[config.mk]
export PLATFORM = sky130hd
export DESIGN_NAME = ssv_status_stack_vector_unit
export DESIGN_NICKNAME = d
export VERILOG_FILES = /design/src/hdl/ssv_pkg.sv /design/src/hdl/ssv_status_stack_vector_unit.sv
export VERILOG_INCLUDE_DIRS = /design/src /design/src/hdl
export SDC_FILE = /design/constraint.sdc
export NUM_CORES = 1
export LEC_CHECK = 0
export BUFFER_PORTS_ARGS = -buffer_cell sky130_fd_sc_hd__buf_2
export CAP_MARGIN = 20
export CORE_UTILIZATION = 55
export CTS_BUF_LIST = sky130_fd_sc_hd__clkbuf_16
export CTS_CLUSTER_SIZE = 30
export DETAILED_ROUTE_END_ITERATION = 10
export PLACE_DENSITY = 0.92
export SLEW_MARGIN = 20
export SYNTH_ARGS = -nofsm -noshare
export SYNTH_HDL_FRONTEND = slang
export SYNTH_SLANG_ARGS = --single-unit
[constraint.sdc]
create_clock -name clk -period 3.4 [get_ports clk]
set_input_delay 0 -clock clk [delete_from_list [all_inputs] [get_ports clk]]
set_output_delay 0 -clock clk [all_outputs]
set_load 0.005 [all_outputs]
[src/hdl/ssv_regs.svh]
`ifndef SSV_REGS_SVH
`define SSV_REGS_SVH

// I/O space locations
`define SSV_ADDR_STATUS 6'h3F
`define SSV_ADDR_PTR_HIGH 6'h3E
`define SSV_ADDR_PTR_LOW 6'h3D

// Status bit positions
`define SSV_BIT_I 7
`define SSV_BIT_T 6
`define SSV_BIT_H 5
`define SSV_BIT_S 4
`define SSV_BIT_V 3
`define SSV_BIT_N 2
`define SSV_BIT_Z 1
`define SSV_BIT_C 0

// Reset values
`define SSV_STATUS_RST 8'h00
`define SSV_PTR_RST 10'h000
`define SSV_BYTE_ZERO 8'h00

// Stack pointer geometry and steps
`define SSV_PTR_W 10
`define SSV_PTR_HIGH_W 2
`define SSV_PTR_ONE 10'h001
`define SSV_PTR_TWO 10'h002

// Vector table
`define SSV_NUM_IRQ 16
`define SSV_VEC_W 5
`define SSV_VEC_RESET 5'h00
`define SSV_VEC_FIRST_IRQ 5'h01

// Source index; vector is index plus first vector
`define SSV_IRQ_EXT0 0
`define SSV_IRQ_EXT1 1
`define SSV_IRQ_T2_COMP 2
`define SSV_IRQ_T2_OVF 3
`define SSV_IRQ_T1_CAPT 4
`define SSV_IRQ_T1_COMPA 5
`define SSV_IRQ_T1_COMPB 6
`define SSV_IRQ_T1_OVF 7
`define SSV_IRQ_T0_OVF 8
`define SSV_IRQ_SPI_DONE 9
`define SSV_IRQ_SER_RX 10
`define SSV_IRQ_SER_TX_EMPTY 11
`define SSV_IRQ_SER_TX 12
`define SSV_IRQ_CONV_DONE 13
`define SSV_IRQ_NVM_READY 14
`define SSV_IRQ_ANALOG_CMP 15

`endif

[src/hdl/ssv_pkg.sv]
package ssv_pkg;
	typedef enum logic [3:0] {
		SSV_ALU_NONE,
		SSV_ALU_ADD,
		SSV_ALU_ADC,
		SSV_ALU_SUB,
		SSV_ALU_SBC,
		SSV_ALU_AND,
		SSV_ALU_OR,
		SSV_ALU_XOR
	} ssv_alu_op_e;

	typedef enum logic [2:0] {
		SSV_STK_NONE,
		SSV_STK_PUSH,
		SSV_STK_POP,
		SSV_STK_CALL,
		SSV_STK_SUB_RETURN,
		SSV_STK_INT_RETURN
	} ssv_stack_op_e;
endpackage : ssv_pkg

[src/hdl/ssv_status_stack_vector_unit.sv]
`timescale 1ns/1ps
`include "ssv_regs.svh"

// Operation
// - Half-carry in status bit 5 on carry out of low nibble.
// - Sign bit 4 always equals negative XOR overflow.
// - Overflow bit 3 set by signed overflow of arithmetic.
// - Negative bit 2 set on negative arithmetic or logic result.
// - Zero bit 1 set on zero arithmetic or logic result.
// - Carry bit 0 reflects carry of the operation.
// - Status is not saved or restored on interrupt entry or return.
// - Stack pointer is low and high byte, 10 bits, upper bits read zero.
// - Data push decrements pointer by one, pop increments by one.
// - Call or interrupt decrements by two, returns increment by two.
// - Sixteen interrupt sources plus reset, each with own vector.
// - Interrupt taken only with source enable and global enable set.
// - Vectors at lowest addresses; lower address wins priority.
// - Reset vectors to zero and has highest priority.
// - External 0, 1, timer 2 compare and overflow vector 0x01 to 0x04.
// - Timer 1 capture, compares, overflow and timer 0 vector 0x05 to 0x09.
// - SPI and serial events vector 0x0A to 0x0D.
// - Converter, memory ready and comparator vector 0x0E to 0x10.
// - Global enable bit 7 cleared on entry, set by interrupt return.
// - Serviced source's pending flag cleared when vectoring.
module ssv_status_stack_vector_unit (
	// Clock and reset
	input wire logic clk,
	input wire logic rst_n,
	// I/O space register port
	input wire logic [5:0] ioAddr,
	input wire logic ioWrEn,
	input wire logic [7:0] ioWrData,
	input wire logic ioRdEn,
	output logic [7:0] ioRdData,
	// Arithmetic operation from datapath
	input wire ssv_pkg::ssv_alu_op_e aluOp,
	input wire logic [7:0] aluOperandA,
	input wire logic [7:0] aluOperandB,
	output logic [7:0] aluResult,
	// Stack operation and instruction boundary
	input wire ssv_pkg::ssv_stack_op_e stackOp,
	input wire logic instrDone,
	output logic [9:0] stackPointer,
	output logic [7:0] statusFlags,
	// Interrupt requests and vectoring
	input wire logic [15:0] irqPending,
	input wire logic [15:0] irqEnable,
	output logic [15:0] irqAck,
	output logic vectorValid,
	output logic [4:0] vectorAddr
);
	import ssv_pkg::*;

	logic flagI, flagT, flagH, flagV, flagN, flagZ, flagC;
	logic flagS;
	logic resetVecDone;
	logic [7:0] aluRes;
	logic aluH, aluV, aluC, aluArith;
	logic [4:0] nib;
	logic [8:0] wide;
	logic cin;
	logic [15:0] irqLive;
	logic anyLive;
	logic [3:0] winIdx;
	logic takeIrq;
	logic wrStatus, wrPtrLow, wrPtrHigh;
	logic [9:0] next_stackPointer;
	// Macro literals cannot be bit-selected, so name the value
	localparam logic [7:0] statusRst = `SSV_STATUS_RST;

	assign wrStatus = ioWrEn && (ioAddr == `SSV_ADDR_STATUS);
	assign wrPtrLow = ioWrEn && (ioAddr == `SSV_ADDR_PTR_LOW);
	assign wrPtrHigh = ioWrEn && (ioAddr == `SSV_ADDR_PTR_HIGH);

	// Sign derived
	// Never stored, so it cannot drift from N and V
	assign flagS = flagN ^ flagV;

	assign statusFlags = {flagI, flagT, flagH, flagS, flagV, flagN, flagZ, flagC};

	// Flag computation
	always_comb begin
		cin = 1'b0;
		nib = 5'h00;
		wide = 9'h000;
		aluRes = `SSV_BYTE_ZERO;
		aluH = flagH;
		aluV = 1'b0;
		aluC = flagC;
		aluArith = 1'b0;
		unique case (aluOp)
			SSV_ALU_NONE: begin
				aluRes = `SSV_BYTE_ZERO;
			end
			SSV_ALU_ADD, SSV_ALU_ADC: begin
				cin = (aluOp == SSV_ALU_ADC) ? flagC : 1'b0;
				nib = {1'b0, aluOperandA[3:0]} + {1'b0, aluOperandB[3:0]} + {4'h0, cin};
				wide = {1'b0, aluOperandA} + {1'b0, aluOperandB} + {8'h00, cin};
				aluRes = wide[7:0];
				aluH = nib[4];
				aluC = wide[8];
				aluV = (aluOperandA[7] & aluOperandB[7] & ~aluRes[7]) |
					(~aluOperandA[7] & ~aluOperandB[7] & aluRes[7]);
				aluArith = 1'b1;
			end
			SSV_ALU_SUB, SSV_ALU_SBC: begin
				cin = (aluOp == SSV_ALU_SBC) ? flagC : 1'b0;
				nib = {1'b0, aluOperandA[3:0]} - {1'b0, aluOperandB[3:0]} - {4'h0, cin};
				wide = {1'b0, aluOperandA} - {1'b0, aluOperandB} - {8'h00, cin};
				aluRes = wide[7:0];
				aluH = nib[4];
				aluC = wide[8];
				aluV = (aluOperandA[7] & ~aluOperandB[7] & ~aluRes[7]) |
					(~aluOperandA[7] & aluOperandB[7] & aluRes[7]);
				aluArith = 1'b1;
			end
			SSV_ALU_AND: begin
				aluRes = aluOperandA & aluOperandB;
			end
			SSV_ALU_OR: begin
				aluRes = aluOperandA | aluOperandB;
			end
			SSV_ALU_XOR: begin
				aluRes = aluOperandA ^ aluOperandB;
			end
			default: begin
				aluRes = `SSV_BYTE_ZERO;
			end
		endcase
	end

	always_ff @(posedge clk or negedge rst_n) begin
		if (!rst_n) begin
			aluResult <= `SSV_BYTE_ZERO;
		end else if (aluOp != SSV_ALU_NONE) begin
			aluResult <= aluRes;
		end
	end

	// Arithmetic flags; a register write wins over a flag update
	always_ff @(posedge clk or negedge rst_n) begin
		if (!rst_n) begin
			flagT <= statusRst[`SSV_BIT_T];
			flagH <= statusRst[`SSV_BIT_H];
			flagV <= statusRst[`SSV_BIT_V];
			flagN <= statusRst[`SSV_BIT_N];
			flagZ <= statusRst[`SSV_BIT_Z];
			flagC <= statusRst[`SSV_BIT_C];
		end else if (wrStatus) begin
			flagT <= ioWrData[`SSV_BIT_T];
			flagH <= ioWrData[`SSV_BIT_H];
			flagV <= ioWrData[`SSV_BIT_V];
			flagN <= ioWrData[`SSV_BIT_N];
			flagZ <= ioWrData[`SSV_BIT_Z];
			flagC <= ioWrData[`SSV_BIT_C];
		end else if (aluOp != SSV_ALU_NONE) begin
			flagN <= aluRes[7];
			flagZ <= (aluRes == `SSV_BYTE_ZERO);
			flagV <= aluV;
			flagC <= aluC;
			if (aluArith) begin
				flagH <= aluH;
			end
		end
	end

	assign irqLive = irqPending & irqEnable;
	assign anyLive = |irqLive;

	always_comb begin
		winIdx = 4'h0;
		for (int k = `SSV_NUM_IRQ - 1; k >= 0; k--) begin
			if (irqLive[k]) begin
				winIdx = 4'(k);
			end
		end
	end

	assign takeIrq = resetVecDone && instrDone && flagI && anyLive;

	// Global interrupt enable
	always_ff @(posedge clk or negedge rst_n) begin
		if (!rst_n) begin
			flagI <= statusRst[`SSV_BIT_I];
		end else if (takeIrq) begin
			flagI <= 1'b0;
		end else if (wrStatus) begin
			flagI <= ioWrData[`SSV_BIT_I];
		end else if (instrDone && stackOp == SSV_STK_INT_RETURN) begin
			flagI <= 1'b1;
		end
	end

	// Stack pointer arithmetic
	always_comb begin
		next_stackPointer = stackPointer;
		unique case (stackOp)
			SSV_STK_NONE: next_stackPointer = stackPointer;
			SSV_STK_PUSH: next_stackPointer = stackPointer - `SSV_PTR_ONE;
			SSV_STK_POP: next_stackPointer = stackPointer + `SSV_PTR_ONE;
			SSV_STK_CALL: next_stackPointer = stackPointer - `SSV_PTR_TWO;
			SSV_STK_SUB_RETURN, SSV_STK_INT_RETURN: next_stackPointer = stackPointer + `SSV_PTR_TWO;
			default: next_stackPointer = stackPointer;
		endcase
		if (takeIrq) begin
			next_stackPointer = next_stackPointer - `SSV_PTR_TWO;
		end
		if (wrPtrLow) begin
			next_stackPointer[7:0] = ioWrData;
		end
		if (wrPtrHigh) begin
			next_stackPointer[`SSV_PTR_W-1:8] = ioWrData[`SSV_PTR_HIGH_W-1:0];
		end
	end

	always_ff @(posedge clk or negedge rst_n) begin
		if (!rst_n) begin
			stackPointer <= `SSV_PTR_RST;
		end else begin
			stackPointer <= next_stackPointer;
		end
	end

	// Vector dispatch; reset vector is issued once after release
	always_ff @(posedge clk or negedge rst_n) begin
		if (!rst_n) begin
			resetVecDone <= 1'b0;
			vectorValid <= 1'b0;
			vectorAddr <= `SSV_VEC_RESET;
		end else if (!resetVecDone) begin
			resetVecDone <= 1'b1;
			vectorValid <= 1'b1;
			vectorAddr <= `SSV_VEC_RESET;
		end else if (takeIrq) begin
			vectorValid <= 1'b1;
			vectorAddr <= `SSV_VEC_FIRST_IRQ + {1'b0, winIdx};
		end else begin
			vectorValid <= 1'b0;
		end
	end

	generate
		for (genvar g = 0; g < `SSV_NUM_IRQ; g++) begin : g_ack
			always_ff @(posedge clk or negedge rst_n) begin
				if (!rst_n) begin
					irqAck[g] <= 1'b0;
				end else begin
					irqAck[g] <= takeIrq && (winIdx == 4'(g));
				end
			end
		end
	endgenerate

	// Register read, unused high bits zero
	always_ff @(posedge clk or negedge rst_n) begin
		if (!rst_n) begin
			ioRdData <= `SSV_BYTE_ZERO;
		end else if (ioRdEn) begin
			unique case (ioAddr)
				`SSV_ADDR_STATUS: ioRdData <= statusFlags;
				`SSV_ADDR_PTR_LOW: ioRdData <= stackPointer[7:0];
				`SSV_ADDR_PTR_HIGH: ioRdData <= {6'h00, stackPointer[`SSV_PTR_W-1:8]};
				default: ioRdData <= `SSV_BYTE_ZERO;
			endcase
		end
	end

	logic plainStack;
	assign plainStack = !takeIrq && !wrPtrLow && !wrPtrHigh;
endmodule : ssv_status_stack_vector_unit

==> After elaboration in Yosys (flattened, before gate mapping) <==
Cells that the tools add are included.
{ "totals": {"elab_cells": 176, "register_bits": 56, "output_inout_bits": 56, "inputBits": 74} }
{ "op_classes": {"addsub": 14, "mux": 46, "reduce_logical": 37, "n_bitwise": 19, "eq_ne": 31} }
{ "ops": {"columns": ["cell", "count"], "rows": [
  ["two-way mux 4 bit", 16],
  ["one-hot mux 10 bit (4 select lines)", 1],
  ["one-hot mux 8 bit (5 select lines)", 1],
  ["== test 4 x 3 -> 1 bit (second input constant)", 8],
  ["== test 4 bit (second input constant)", 8],
  ["one-hot mux 8 bit (3 select lines)", 1],
  ["logical AND 1 bit", 23],
  ["subtractor 10 x 2 -> 10 bit (second input constant)", 2],
  ["two-way mux 1 bit", 19],
  ["== test 6 bit (second input constant)", 3],
  ["bitwise AND 16 bit", 1],
  ["== test 4 x 2 -> 1 bit (second input constant)", 4],
  ["OR reduction 16 bit", 1],
  ["adder 10 x 1 -> 10 bit (second input constant)", 1],
  ["adder 10 x 2 -> 10 bit (second input constant)", 1],
  ["two-way mux 10 bit", 1],
  ["two-way mux 5 bit", 2],
  ["subtractor 10 x 1 -> 10 bit (second input constant)", 1],
  ["adder 8 x 8 -> 9 bit", 1],
  ["adder 9 x 1 -> 9 bit", 1],
  ["subtractor 8 x 8 -> 9 bit", 1],
  ["subtractor 9 x 1 -> 9 bit", 1],
  ["bitwise AND 1 bit", 8],
  ["bitwise AND 8 bit", 1],
  ["27 further kinds", 40]
]} }

==> Logic depth before layout (Yosys ltp) <==
Gate-level depths: netlist of run 1.
{ "depth": {"word_depth": 20, "ltp_mapped": 15, "depth_no_buf": 14} }

==> Worst setup path before layout of run 1 <==
OpenSTA, ideal clock, no wires.
{ "synth_timing": {"path_type": "in2reg", "startpoint": "in aluOp[2]", "endpoint": "reg flagN", "path_buffers": 1, "arrival_time_ns": 2.771, "path_stages": 14, "slack_ns": 0.505, "path_cell_list": "clkbuf_1 nor2b_1 nand3_1 fa_1 inv_1 ha_1 o21ai_0 a21boi_1 o21a_1 o311a_1 nor2_1 xor2_1 o221ai_1 o31a_1"} }
{ "synth_between": {"elab_chain_len": 6, "word_cells_on_any_way": 18} }
{ "synth_rtl": {"columns": ["item", "line_no", "source"], "rows": [
  ["start: declaration", "ssv_status_stack_vector_unit.sv:36", "input wire ssv_pkg::ssv_alu_op_e aluOp,"],
  ["== test 4 x 3 -> 1 bit / == test 4 x 2 -> 1 bit (equally long branches)", "ssv_status_stack_vector_unit.sv:91, ssv_status_stack_vector_unit.sv:107, ssv_status_stack_vector_unit.sv:96", null],
  ["two-way mux 1 bit, on equally long branches", "ssv_status_stack_vector_unit.sv:107, ssv_status_stack_vector_unit.sv:96", null],
  ["subtractor 9 x 1 -> 9 bit / adder 9 x 1 -> 9 bit (equally long branches)", "ssv_status_stack_vector_unit.sv:109, ssv_status_stack_vector_unit.sv:98", null],
  ["one-hot mux 8 bit (5 select lines)", "ssv_status_stack_vector_unit.sv:91", "unique case (aluOp)"],
  ["two-way mux 1 bit", "ssv_status_stack_vector_unit.sv:156", "end else if (aluOp != SSV_ALU_NONE) begin"],
  ["two-way mux 1 bit", "ssv_status_stack_vector_unit.sv:149", "end else if (wrStatus) begin"],
  ["end signal: assignment", "ssv_status_stack_vector_unit.sv:146", "flagN <= statusRst[`SSV_BIT_N];"],
  ["end signal: assignment", "ssv_status_stack_vector_unit.sv:153", "flagN <= ioWrData[`SSV_BIT_N];"],
  ["end signal: assignment", "ssv_status_stack_vector_unit.sv:157", "flagN <= aluRes[7];"],
  ["end: declaration", "ssv_status_stack_vector_unit.sv:54", "logic flagI, flagT, flagH, flagV, flagN, flagZ, flagC;"]
]} }
Several ways; a longest one is shown, not always the timed one. The select of a mux whose other input is x is not followed.
A chain may end at the register's enable or synchronous reset.

==> Worst setup path after layout of run 1 <==
{ "layout_timing": {"startpoint": "in stackOp[2]", "endpoint": "reg stackPointer[8]"} }
{ "layout_between": {"elab_chain_len": 6, "word_cells_on_any_way": 10} }
{ "layout_rtl": {"columns": ["item", "line_no", "source"], "rows": [
  ["start: declaration", "ssv_status_stack_vector_unit.sv:41", "input wire ssv_pkg::ssv_stack_op_e stackOp,"],
  ["== test 3 bit", "ssv_status_stack_vector_unit.sv:197", "unique case (stackOp)"],
  ["OR reduction 2 bit", "ssv_status_stack_vector_unit.sv:197", null],
  ["one-hot mux 10 bit (4 select lines) (*)", "ssv_status_stack_vector_unit.sv:197", null],
  ["subtractor 10 x 2 -> 10 bit (no source line)", null, null],
  ["two-way mux 10 bit (*)", "ssv_status_stack_vector_unit.sv:205", "if (takeIrq) begin"],
  ["two-way mux 2 bit (*)", "ssv_status_stack_vector_unit.sv:211", "if (wrPtrHigh) begin"],
  ["named net next_stackPointer[8]", "ssv_status_stack_vector_unit.sv:67", "logic [9:0] next_stackPointer;"],
  ["end signal: assignment", "ssv_status_stack_vector_unit.sv:218", "stackPointer <= `SSV_PTR_RST;"],
  ["end signal: assignment", "ssv_status_stack_vector_unit.sv:220", "stackPointer <= next_stackPointer;"],
  ["end: declaration", "ssv_status_stack_vector_unit.sv:43", "output logic [9:0] stackPointer,"]
]} }
The timed path passes the listed nets; every way through them passes the cells marked *.

==> run_results.csv, run 1 <==
group,metric,value,unit
synth,synth_enable_flop_cells,0,
clocking,postCtsHoldBufs,4,
routing,wire_length_per_cell_after_detailed_routing,17.2,µm
sta,final_max_slew_viol_count,0,
floorplanning,core_box_area,0.00924,mm²
finish,layout-drive-gt1-share,23.5,%
synth,mean_syn_cell_area,8.53,µm²
grt,gr-total-overflow,0,
synth,post_synthesis_instance_total,614,
routing,drt-vias-per-instance,6.05,
grt,first_global_vias,5218,
clocking,inserted_clock_buffers,5,
routing,wirelength,15000,µm
clocking,clk_pin_slew,0.07,ns
sta,fin_worst_skew,0.00854,ns
floorplanning,initial_core_util,56.7,%
sta,fmax,314,MHz
sta,final-setup-viol-count,0,
worst_setup_path,worst_r2r_end,"stackPointer[8]",
sta,worst-slew-pin-transition,0.730,ns
routing,postRouteAntennaNets,0,
worst_setup_path,timing.reg2reg.worst_path_depth,9,
worst_setup_path,arrival,3.36,ns
worst_setup_path,worstSetupPathType,"input port to flip-flop",
finish,design.final.nets,871,
worst_setup_path,worst-path-max-fanout,12,
clocking,cts_tree,"built",
grt,grt_util_all_layers,30.7,%
clocking,postCtsSetupBuffers,0,
sta,grt_setup_unrepaired,"no",
finish,n_antenna_cell,0,
grt,wire_length_of_the_first_global_routing_pass,24500,µm
synth,synth_sequential_area_ratio,26.8,%
sta,timing.slew.headroom,50.9,%
worst_setup_path,worstSetupEndpointType,"flip-flop",
placed_design,hpwlAfterDp,11500,µm
placed_design,numPortBuffers,129,
power_and_ir_drop,power_per_cell_area,558,mW/mm²
sta,hold-worst-slack,0.0108,ns
worst_setup_path,rrSetupSlack,0.27,ns
min_path,worst_hold_path.endpoint,"flagI",
clocking,clk_latency,0.29,ns
synth,ys_types,73,
floorplanning,die_height,99.6,µm
power_and_ir_drop,power_leakage,3.08,nW
routing,route.detailed.drc,0,
synth,register_bit_total_from_synthesis,56,
synth,postSynth.asyncResetShare,100,%
routing,route.vias.total,5252,
floorplanning,num_io_pins,130,
worst_setup_path,worst_ep_required_time,3.58,ns
job,maxCapViolations,0,
floorplanning,floorplan.rows,35,
synth,syn-num-nets,746,
placed_design,gpl.final_weighted_congestion,0.964,
clocking,cts.repair.resized,0,
sta,post-route-min-period,3.18,ns
min_path,min-delay-path-class,"input port to flip-flop",
clocking,ctsRootBufferMaster,"clkbuf_16",
min_path,holdCritStartpoint,"ioWrData[7]",
sta,finalHoldViolCount,0,
synth,synth.yosys.warnings,0,
sta,final.period_utilization,93.5,%
status,status,"finished clean",
clocking,clock-sinks,56,
worst_setup_path,timing.rr.start,"stackPointer[3]",
routing,drt_first_iter_violations,354,
clocking,clockBufferDepth,2,
finish,flow.area_growth_from_synthesis,17.8,%
clocking,htree_num_levels,2,
grt,grt_max_degree,57,
power_and_ir_drop,worst_ir_drop_vdd,286,µV
grt,initial_antenna_violation_count,0,
sta,setup_tns,0,ns
floorplanning,fp.dieArea,0.00992,mm²
worst_setup_path,critical_path.startpoint_type,"input port",
min_path,hold_depth,3,
floorplanning,die_w,99.6,µm
routing,drtPass1Iterations,6,
synth,syn-cell-area,0.00524,mm²
synth,synth_top_flop_cell,"dfrtp_1",
[routing by layer]
layer | GRT usage [%] | share of wire (%) | wire (µm)
met3 | 4.01 | 7.1 | 1060
met2 | 55.6 | 52 | 7760
met4 | 15.4 | 4.3 | 646
met1 | 35.5 | 37 | 5500
met5 | 0 | 0 | 0
[where the power goes]
| group | switching [W] | leakage, nW | total, W | internal (W) |
|---|---|---|---|---|
| combinational | 0.00111 | 2.28 | 0.00200 | 0.000895 |
| sequential | 0.000164 | 0.739 | 0.000932 | 0.000768 |
| clock | 0.000233 | 0.0663 | 0.000504 | 0.000272 |
[synth_stat cells, types with 3 or more instances]
cell / count / area [µm²]
o21a_1: 11 / 82.6
a311oi_1: 3 / 26.3
and3_1: 5 / 31.3
xor2_1: 14 / 123
or3_1: 5 / 31.3
xnor2_1: 16 / 140
nand4_1: 6 / 37.5
o22ai_1: 12 / 75.1
fa_1: 6 / 120
nand2_1: 44 / 165
nor3b_1: 6 / 45.0
mux2i_1: 9 / 90.1
or2_2: 4 / 25.0
mux2_2: 14 / 158
a22o_1: 4 / 35.0
o211ai_1: 5 / 37.5
inv_1: 49 / 184
and2_1: 23 / 144
nand3_1: 17 / 85.1
o21bai_1: 5 / 37.5
nor2_1: 51 / 191
dfrtp_1: 56 / 1400
clkbuf_1: 13 / 48.8
a211oi_1: 3 / 22.5
a221oi_1: 5 / 43.8
a21o_1: 6 / 45.0
o21ai_0: 24 / 120
a21oi_1: 30 / 150
nor2b_1: 8 / 50.1
o31a_1: 4 / 35.0
buf_2: 3 / 15.0
a22oi_1: 12 / 90.1
ha_1: 52 / 651
buf_4: 11 / 82.6
nand2b_1: 8 / 50.1
nor3_1: 14 / 70.1
a21boi_0: 4 / 30.0
a222oi_1: 3 / 30.0
o21ai_1: 3 / 15.0
a31oi_1: 3 / 18.8
[cells in the final DEF (no fill, tap or decap), types with 9 or more instances in the layout]
| master | instances |
|---|---|
| buf_2 | 129 |
| buf_4 | 11 |
| xor2_1 | 14 |
| mux2_2 | 14 |
| and2_1 | 23 |
| o21a_1 | 11 |
| ha_1 | 52 |
| xnor2_1 | 16 |
| nand3_1 | 17 |
| inv_1 | 49 |
| nand2_1 | 44 |
| o22ai_1 | 12 |
| a21oi_1 | 30 |
| mux2i_1 | 9 |
| dfrtp_1 | 56 |
| nor2_1 | 51 |
| a22oi_1 | 12 |
| o21ai_0 | 24 |
| nor3_1 | 14 |
[how the worst max path moves through the flow]
stage                     from              end  slack, ns  cells past startpoint
floorplan             aluOp[2]            flagN       0.51                     14
global placement    stackOp[2]  stackPointer[8]       0.25                     12
detailed placement  stackOp[2]  stackPointer[8]       0.05                     12
CTS                 stackOp[2]  stackPointer[8]       0.32                     12
global route        stackOp[2]  stackPointer[8]       0.07                     12
finish              stackOp[2]  stackPointer[8]       0.22                     12
[stage by stage]
stage	setup WS, ns	total power, W	cells	cell area [µm²]	util [%]
5_1_grt	0.0682	0.00367	868	6170	66.8
3_5_place_dp	0.0523	0.00285	856	5980	64.7
4_1_cts	0.320	0.00339	867	6160	66.7
6_report	0.220	0.00344	868	6170	66.8
3_3_place_gp	0.253	0.00278	856	5980	64.7
2_1_floorplan	0.505	0.00227	614	5240	-
[cell type report]
cell class,instances,area [µm²]
Timing Repair Buffer,145,778
Clock buffer,5,125
Tap cell,129,161
Multi-Input combinational cell,481,3500
Sequential cell,56,1400
Inverter,50,188
Clock inverter,2,16.3
Fill cell,717,3070
[logic make-up (layout without fill, tap and decap cells)]
family | Yosys count | count (layout) | share of synthesized area (%)
other | 1 | 1 | 0.0716
and+or+nand+nor | 205 | 205 | 20.0
adders and majority gates | 58 | 58 | 14.7
AOI/OAI and AO/OA | 164 | 164 | 22.3
DFF | 56 | 56 | 26.8
muxes | 23 | 23 | 4.73
buffers and inverters | 77 | 202 | 6.38
xor gates and xnor gates | 30 | 30 | 5.02
[registers in the layout, summed over array words and instances, names as in the netlist]
register,count
irqAck,16
stackPointer,10
aluResult,8
ioRdData,8
vectorAddr,5
flagC,1
flagH,1
flagI,1
flagN,1
flagT,1
flagV,1
flagZ,1
resetVecDone,1
vectorValid,1
[critical path: stages]
cell and delay [ns]:
buf_2 0.21, nor2b_1 0.37, inv_1 0.25, ha_1 0.42
and2_1 0.22, a2111o_1 0.42, and3_1 0.19, or3_1 0.37
a32oi_1 0.34, nand2_1 0.15, xnor2_1 0.14, mux2_2 0.28
Note: power is estimated with default switching activity, not from simulation.
==> inputs of run 2 (changes only) <==
==> constraint.sdc (replaced) <==
create_clock -name clk -period 3.93 [get_ports clk]
set_input_delay 0 -clock clk [delete_from_list [all_inputs] [get_ports clk]]
set_output_delay 0 -clock clk [all_outputs]
set_load 0.005 [all_outputs]
==> run_results.csv, run 2 (same netlist as run 1, synthesis figures left out) <==
group,metric,value,unit
sta,finalHoldViolCount,0,
routing,drtPass1Iterations,5,
floorplanning,die_w,99.6,µm
routing,wire_length_per_cell_after_detailed_routing,17.4,µm
clocking,ctsRootBufferMaster,"clkbuf_16",
worst_setup_path,arrival,3.44,ns
power_and_ir_drop,worst_ir_drop_vdd,257,µV
clocking,htree_num_levels,2,
routing,drt_first_iter_violations,293,
sta,grt_setup_unrepaired,"no",
worst_setup_path,worst-path-max-fanout,8,
placed_design,gpl.final_weighted_congestion,0.928,
routing,wirelength,15000,µm
sta,worst-slew-pin-transition,0.734,ns
clocking,clockBufferDepth,2,
floorplanning,initial_core_util,56.7,%
floorplanning,num_io_pins,130,
sta,final-setup-viol-count,0,
status,status,"finished clean",
worst_setup_path,worst_ep_required_time,4.10,ns
routing,postRouteAntennaNets,0,
clocking,inserted_clock_buffers,5,
placed_design,numPortBuffers,129,
grt,wire_length_of_the_first_global_routing_pass,24600,µm
sta,final_max_slew_viol_count,0,
clocking,clk_pin_slew,0.07,ns
finish,design.final.nets,866,
finish,n_antenna_cell,0,
power_and_ir_drop,power_leakage,3.08,nW
worst_setup_path,worstSetupPathType,"flip-flop to flip-flop",
floorplanning,die_height,99.6,µm
finish,largest_register_ffs,16,
min_path,min-delay-path-class,"input port to flip-flop",
sta,fmax,306,MHz
sta,final.period_utilization,83.2,%
sta,post-route-min-period,3.27,ns
floorplanning,fp.dieArea,0.00992,mm²
clocking,postCtsSetupBuffers,0,
routing,route.vias.total,5228,
sta,fin_worst_skew,0.00348,ns
clocking,clock-sinks,56,
clocking,cts.repair.resized,0,
clocking,postCtsHoldBufs,9,
grt,initial_antenna_violation_count,0,
finish,flow.area_growth_from_synthesis,18.2,%
power_and_ir_drop,power_per_cell_area,493,mW/mm²
finish,layout-drive-gt1-share,22.5,%
clocking,clk_latency,0.30,ns
worst_setup_path,critical_path.startpoint_type,"flip-flop",
placed_design,hpwlAfterDp,11300,µm
worst_setup_path,worstSetupEndpointType,"flip-flop",
grt,first_global_vias,5269,
clocking,cts_tree,"built",
finish,mostFrequentLayoutCells,"buf_2 (129), dfrtp_1 (56), ha_1 (52)",
finish,reg.largest.list,"irqAck x16, stackPointer x10",
routing,route.detailed.drc,0,
grt,gr-total-overflow,0,
finish,final_common_cell,"buf_2",
routing,drt-vias-per-instance,6.06,
finish,max_flop_register,"irqAck",
grt,grt_util_all_layers,31.1,%
sta,hold-worst-slack,0.0277,ns
sta,timing.slew.headroom,50.6,%
grt,grt_max_degree,57,
floorplanning,core_box_area,0.00924,mm²
finish,fill_cells,715,
floorplanning,floorplan.rows,35,
job,maxCapViolations,0,
sta,setup_tns,0,ns
## run 2: cell types whose count changed in the layout (fill, tap and decap cells not counted)
| cell | previous run | this run |
|---|---|---|
| buf_4 | 11 | 2 |
| dlygate4sd3_1 | 5 | 9 |
| bufinv_16 | 0 | 2 |
| clkinvlp_4 | 1 | 0 |
| inv_6 | 1 | 0 |
## run 2: per-layer routing
layer	global-route usage, %	wire length (µm)
met1	35.4	5560
met4	18.2	734
met5	0	0
met2	56.0	7700
met3	3.94	1030
## run 2: metrics by stage
step	cells	power [W]	cell area (µm²)	utilization, %	setup slack [ns]
finish	863	0.00305	6190	67.0	0.659
global route	863	0.00324	6190	67.0	0.468
CTS	863	0.00300	6190	67.0	0.735
detailed placement	847	0.00242	5910	64.0	0.582
global placement	847	0.00235	5910	64.0	0.694
floorplan	614	0.00196	5240	-	1.04
## run 2: area by class of cell
class,count,area (µm²),area share (%)
well taps,129,161,2.61
flip-flops and latches,56,1400,22.6
inverters,50,188,3.03
multi-input cells,481,3500,56.6
clock buffers,5,125,2.02
clock inverters,2,60.1,0.970
repair buffers,140,751,12.1
## run 2: where the power goes
group	switching, W	total, W	internal (W)	leakage, nW
combinational	0.000911	0.00166	0.000747	2.25
clock	0.000203	0.000565	0.000362	0.0899
sequential	0.000165	0.000830	0.000665	0.739
total	0.00128	0.00305	0.00177	3.08
## run 2: path summary, 6_finish.rpt
path | startpoint | end | slack, ns | depth (start not counted)
min reg2reg | aluResult[3] | aluResult[3] | 0.50 | 2
max reg2reg | stackPointer[1] | stackPointer[9] | 0.66 | 11
min | ioRdEn | ioRdData[5] | 0.03 | 2
max in group asynchronous | rst_n | stackPointer[8] | 3.10 | 3
min in group asynchronous | rst_n | irqAck[6] | 0.36 | 3
max | stackPointer[1] | stackPointer[9] | 0.66 | 11
## run 2: critical path, cell delays in order (launching register included)
cell       delay [ns]
dfrtp_1          0.56
inv_1            0.18
fa_1             0.62
nand2b_1         0.08
a311oi_1         0.32
o22ai_1          0.25
inv_1            0.11
ha_1             0.18
nand4_1          0.19
a2111oi_2        0.35
xor2_1           0.20
a21oi_1          0.09
==> inputs of run 3 (changes only) <==
==> constraint.sdc (replaced) <==
create_clock -name clk -period 3.2 [get_ports clk]
set_input_delay 0 -clock clk [delete_from_list [all_inputs] [get_ports clk]]
set_output_delay 0 -clock clk [all_outputs]
set_load 0.005 [all_outputs]
==> run_results.csv, run 3 (same netlist as run 1, synthesis figures left out) <==
group,metric,value,unit
sta,grt_setup_unrepaired,"no",
power_and_ir_drop,share_clk_of_total_power,16.8,%
routing,route.detailed.drc,0,
sta,fin_worst_skew,0.00413,ns
sta,setup_tns,0,ns
finish,layout-drive-gt1-share,24.4,%
worst_setup_path,worst-path-max-fanout,5,
grt,wire_length_of_the_first_global_routing_pass,24000,µm
power_and_ir_drop,seqPwrFrac,25.5,%
floorplanning,die_w,99.6,µm
worst_setup_path,timing.rr.start,"stackPointer[4]",
grt,gr-total-overflow,0,
worst_setup_path,timing.reg2reg.worst_path_depth,9,
sta,fmax,326,MHz
power_and_ir_drop,total_switching_power,0.00159,W
grt,first_global_vias,5173,
floorplanning,floorplan.rows,35,
sta,final_max_slew_viol_count,0,
clocking,clock-sinks,56,
status,status,"finished clean",
power_and_ir_drop,swShare,42.1,%
sta,finalHoldViolCount,0,
clocking,clk_pin_slew,0.07,ns
floorplanning,die_height,99.6,µm
finish,final_common_cell,"buf_2",
worst_setup_path,arrival,3.25,ns
power_and_ir_drop,power_per_cell_area,600,mW/mm²
worst_setup_path,worst_r2r_end,"stackPointer[8]",
finish,largest_register_ffs,16,
min_path,min-delay-path-class,"input port to flip-flop",
clocking,inserted_clock_buffers,5,
placed_design,numPortBuffers,129,
finish,max_flop_register,"irqAck",
sta,final-setup-viol-count,0,
worst_setup_path,worstSetupPathType,"flip-flop to flip-flop",
placed_design,preCtsSetupSlack,0.0312,ns
finish,reg.largest.list,"irqAck x16, stackPointer x10",
routing,drt_first_iter_violations,310,
routing,wire_length_per_cell_after_detailed_routing,17.1,µm
sta,timing.slew.headroom,37.0,%
power_and_ir_drop,comb_power_share,57.7,%
clocking,cts_tree,"built",
power_and_ir_drop,worst_ir_drop_vdd,289,µV
sta,worst-slew-pin-transition,0.945,ns
floorplanning,num_io_pins,130,
clocking,ctsRootBufferMaster,"clkbuf_16",
sta,final.period_utilization,95.7,%
clocking,clockBufferDepth,2,
routing,drtPass1Iterations,4,
clocking,clk_latency,0.30,ns
placed_design,gpl.final_weighted_congestion,0.962,
routing,drt-vias-per-instance,5.98,
placed_design,hpwlAfterDp,11800,µm
worst_setup_path,critical_path.startpoint_type,"flip-flop",
worst_setup_path,startpoint,"stackPointer[4]",
grt,grt_max_degree,43,
clocking,htree_num_levels,2,
grt,initial_antenna_violation_count,0,
job,maxCapViolations,0,
grt,grt_util_all_layers,30.6,%
worst_setup_path,worstSetupEndpointType,"flip-flop",
power_and_ir_drop,internal-power,0.00218,W
finish,mostFrequentLayoutCells,"buf_2 (129), dfrtp_1 (56), ha_1 (52)",
worst_setup_path,timing.critical_path.to,"stackPointer[8]",
sta,post-route-min-period,3.06,ns
routing,postRouteAntennaNets,0,
floorplanning,fp.dieArea,0.00992,mm²
finish,design.final.nets,881,
finish,flow.area_growth_from_synthesis,20.0,%
routing,route.vias.total,5255,
worst_setup_path,worst_ep_required_time,3.39,ns
routing,wirelength,15000,µm
power_and_ir_drop,power_leakage,3.15,nW
floorplanning,core_box_area,0.00924,mm²
worst_setup_path,rrSetupSlack,0.14,ns
sta,layout_setup_ws,0.136,ns
finish,n_antenna_cell,0,
floorplanning,initial_core_util,56.7,%
## run 3: cell count changes in the layout (fill, tap and decap cells not counted)
cell	previous run	this run
dlygate4sd3_1	9	7
o21ai_0	24	23
bufinv_16	2	1
o21ai_1	3	4
buf_4	2	19
clkinv_4	0	2
## run 3: area by class of cell
cell class / count / area, µm²
clock buffers: 5 / 125
clock inverters: 3 / 47.5
fillers: 711 / 2960
inverters: 50 / 188
multi-input cells: 481 / 3500
flip-flops and latches: 56 / 1400
well taps: 129 / 161
repair buffers: 155 / 858
## run 3: worst min-delay path by stage
stage	to	start	cells after the start
floorplan	aluResult[0]	rst_n	0
CTS	stackPointer[8]	ioWrData[0]	2
detailed placement	irqAck[4]	rst_n	1
global route	stackPointer[8]	ioWrData[0]	2
global placement	irqAck[1]	rst_n	1
finish	stackPointer[8]	ioWrData[0]	2
## run 3: metrics by stage
stage	area (µm²)	total power, W	util (%)	hold slack [ns]	instances
2_1_floorplan	5240	0.00241	-	-0.296	614
6_report	6280	0.00377	68.0	0.0106	879
3_5_place_dp	6030	0.00307	65.2	0.191	862
5_1_grt	6280	0.00400	68.0	0.0247	879
4_1_cts	6270	0.00372	67.8	0.00242	877
3_3_place_gp	6030	0.00300	65.2	0.161	862
## run 3: per-layer routing
metal	global-route usage (%)	wire length, µm	vias up
li1	-	-	2461
met1	34.5	5650	2503
met2	56.0	7810	233
met3	4.43	940	58
met4	16.0	608	0
met5	0	0	-
## run 3: critical path, cell delays in order, from the launching register on
cell and delay [ns]:
dfrtp_1 0.47, ha_1 0.40, and3_4 0.21, a2111o_1 0.43, and3_1 0.20, or3_1 0.35, a32oi_1 0.32, nand2_1 0.14
xnor2_1 0.16, mux2_2 0.27
## run 3: timing repair
item | CTS | global route
hold buffers | 7 | 0
hold endpoints to repair | 49 | 0
setup buffers | 0 | 2
resized for setup | 0 | 1
endpoints found under the setup margin | 0 | 4
## run 3: power by group through the flow
| stage | registers, W | clock network [W] | logic, W |
|---|---|---|---|
| after floorplan | 0.000940 | 0 | 0.00147 |
| after global placement | 0.000966 | 0 | 0.00203 |
| after detailed placement | 0.000969 | 0 | 0.00210 |
| after CTS | 0.000956 | 0.000633 | 0.00213 |
| after global routing | 0.000972 | 0.000654 | 0.00238 |
| final | 0.000963 | 0.000634 | 0.00217 |
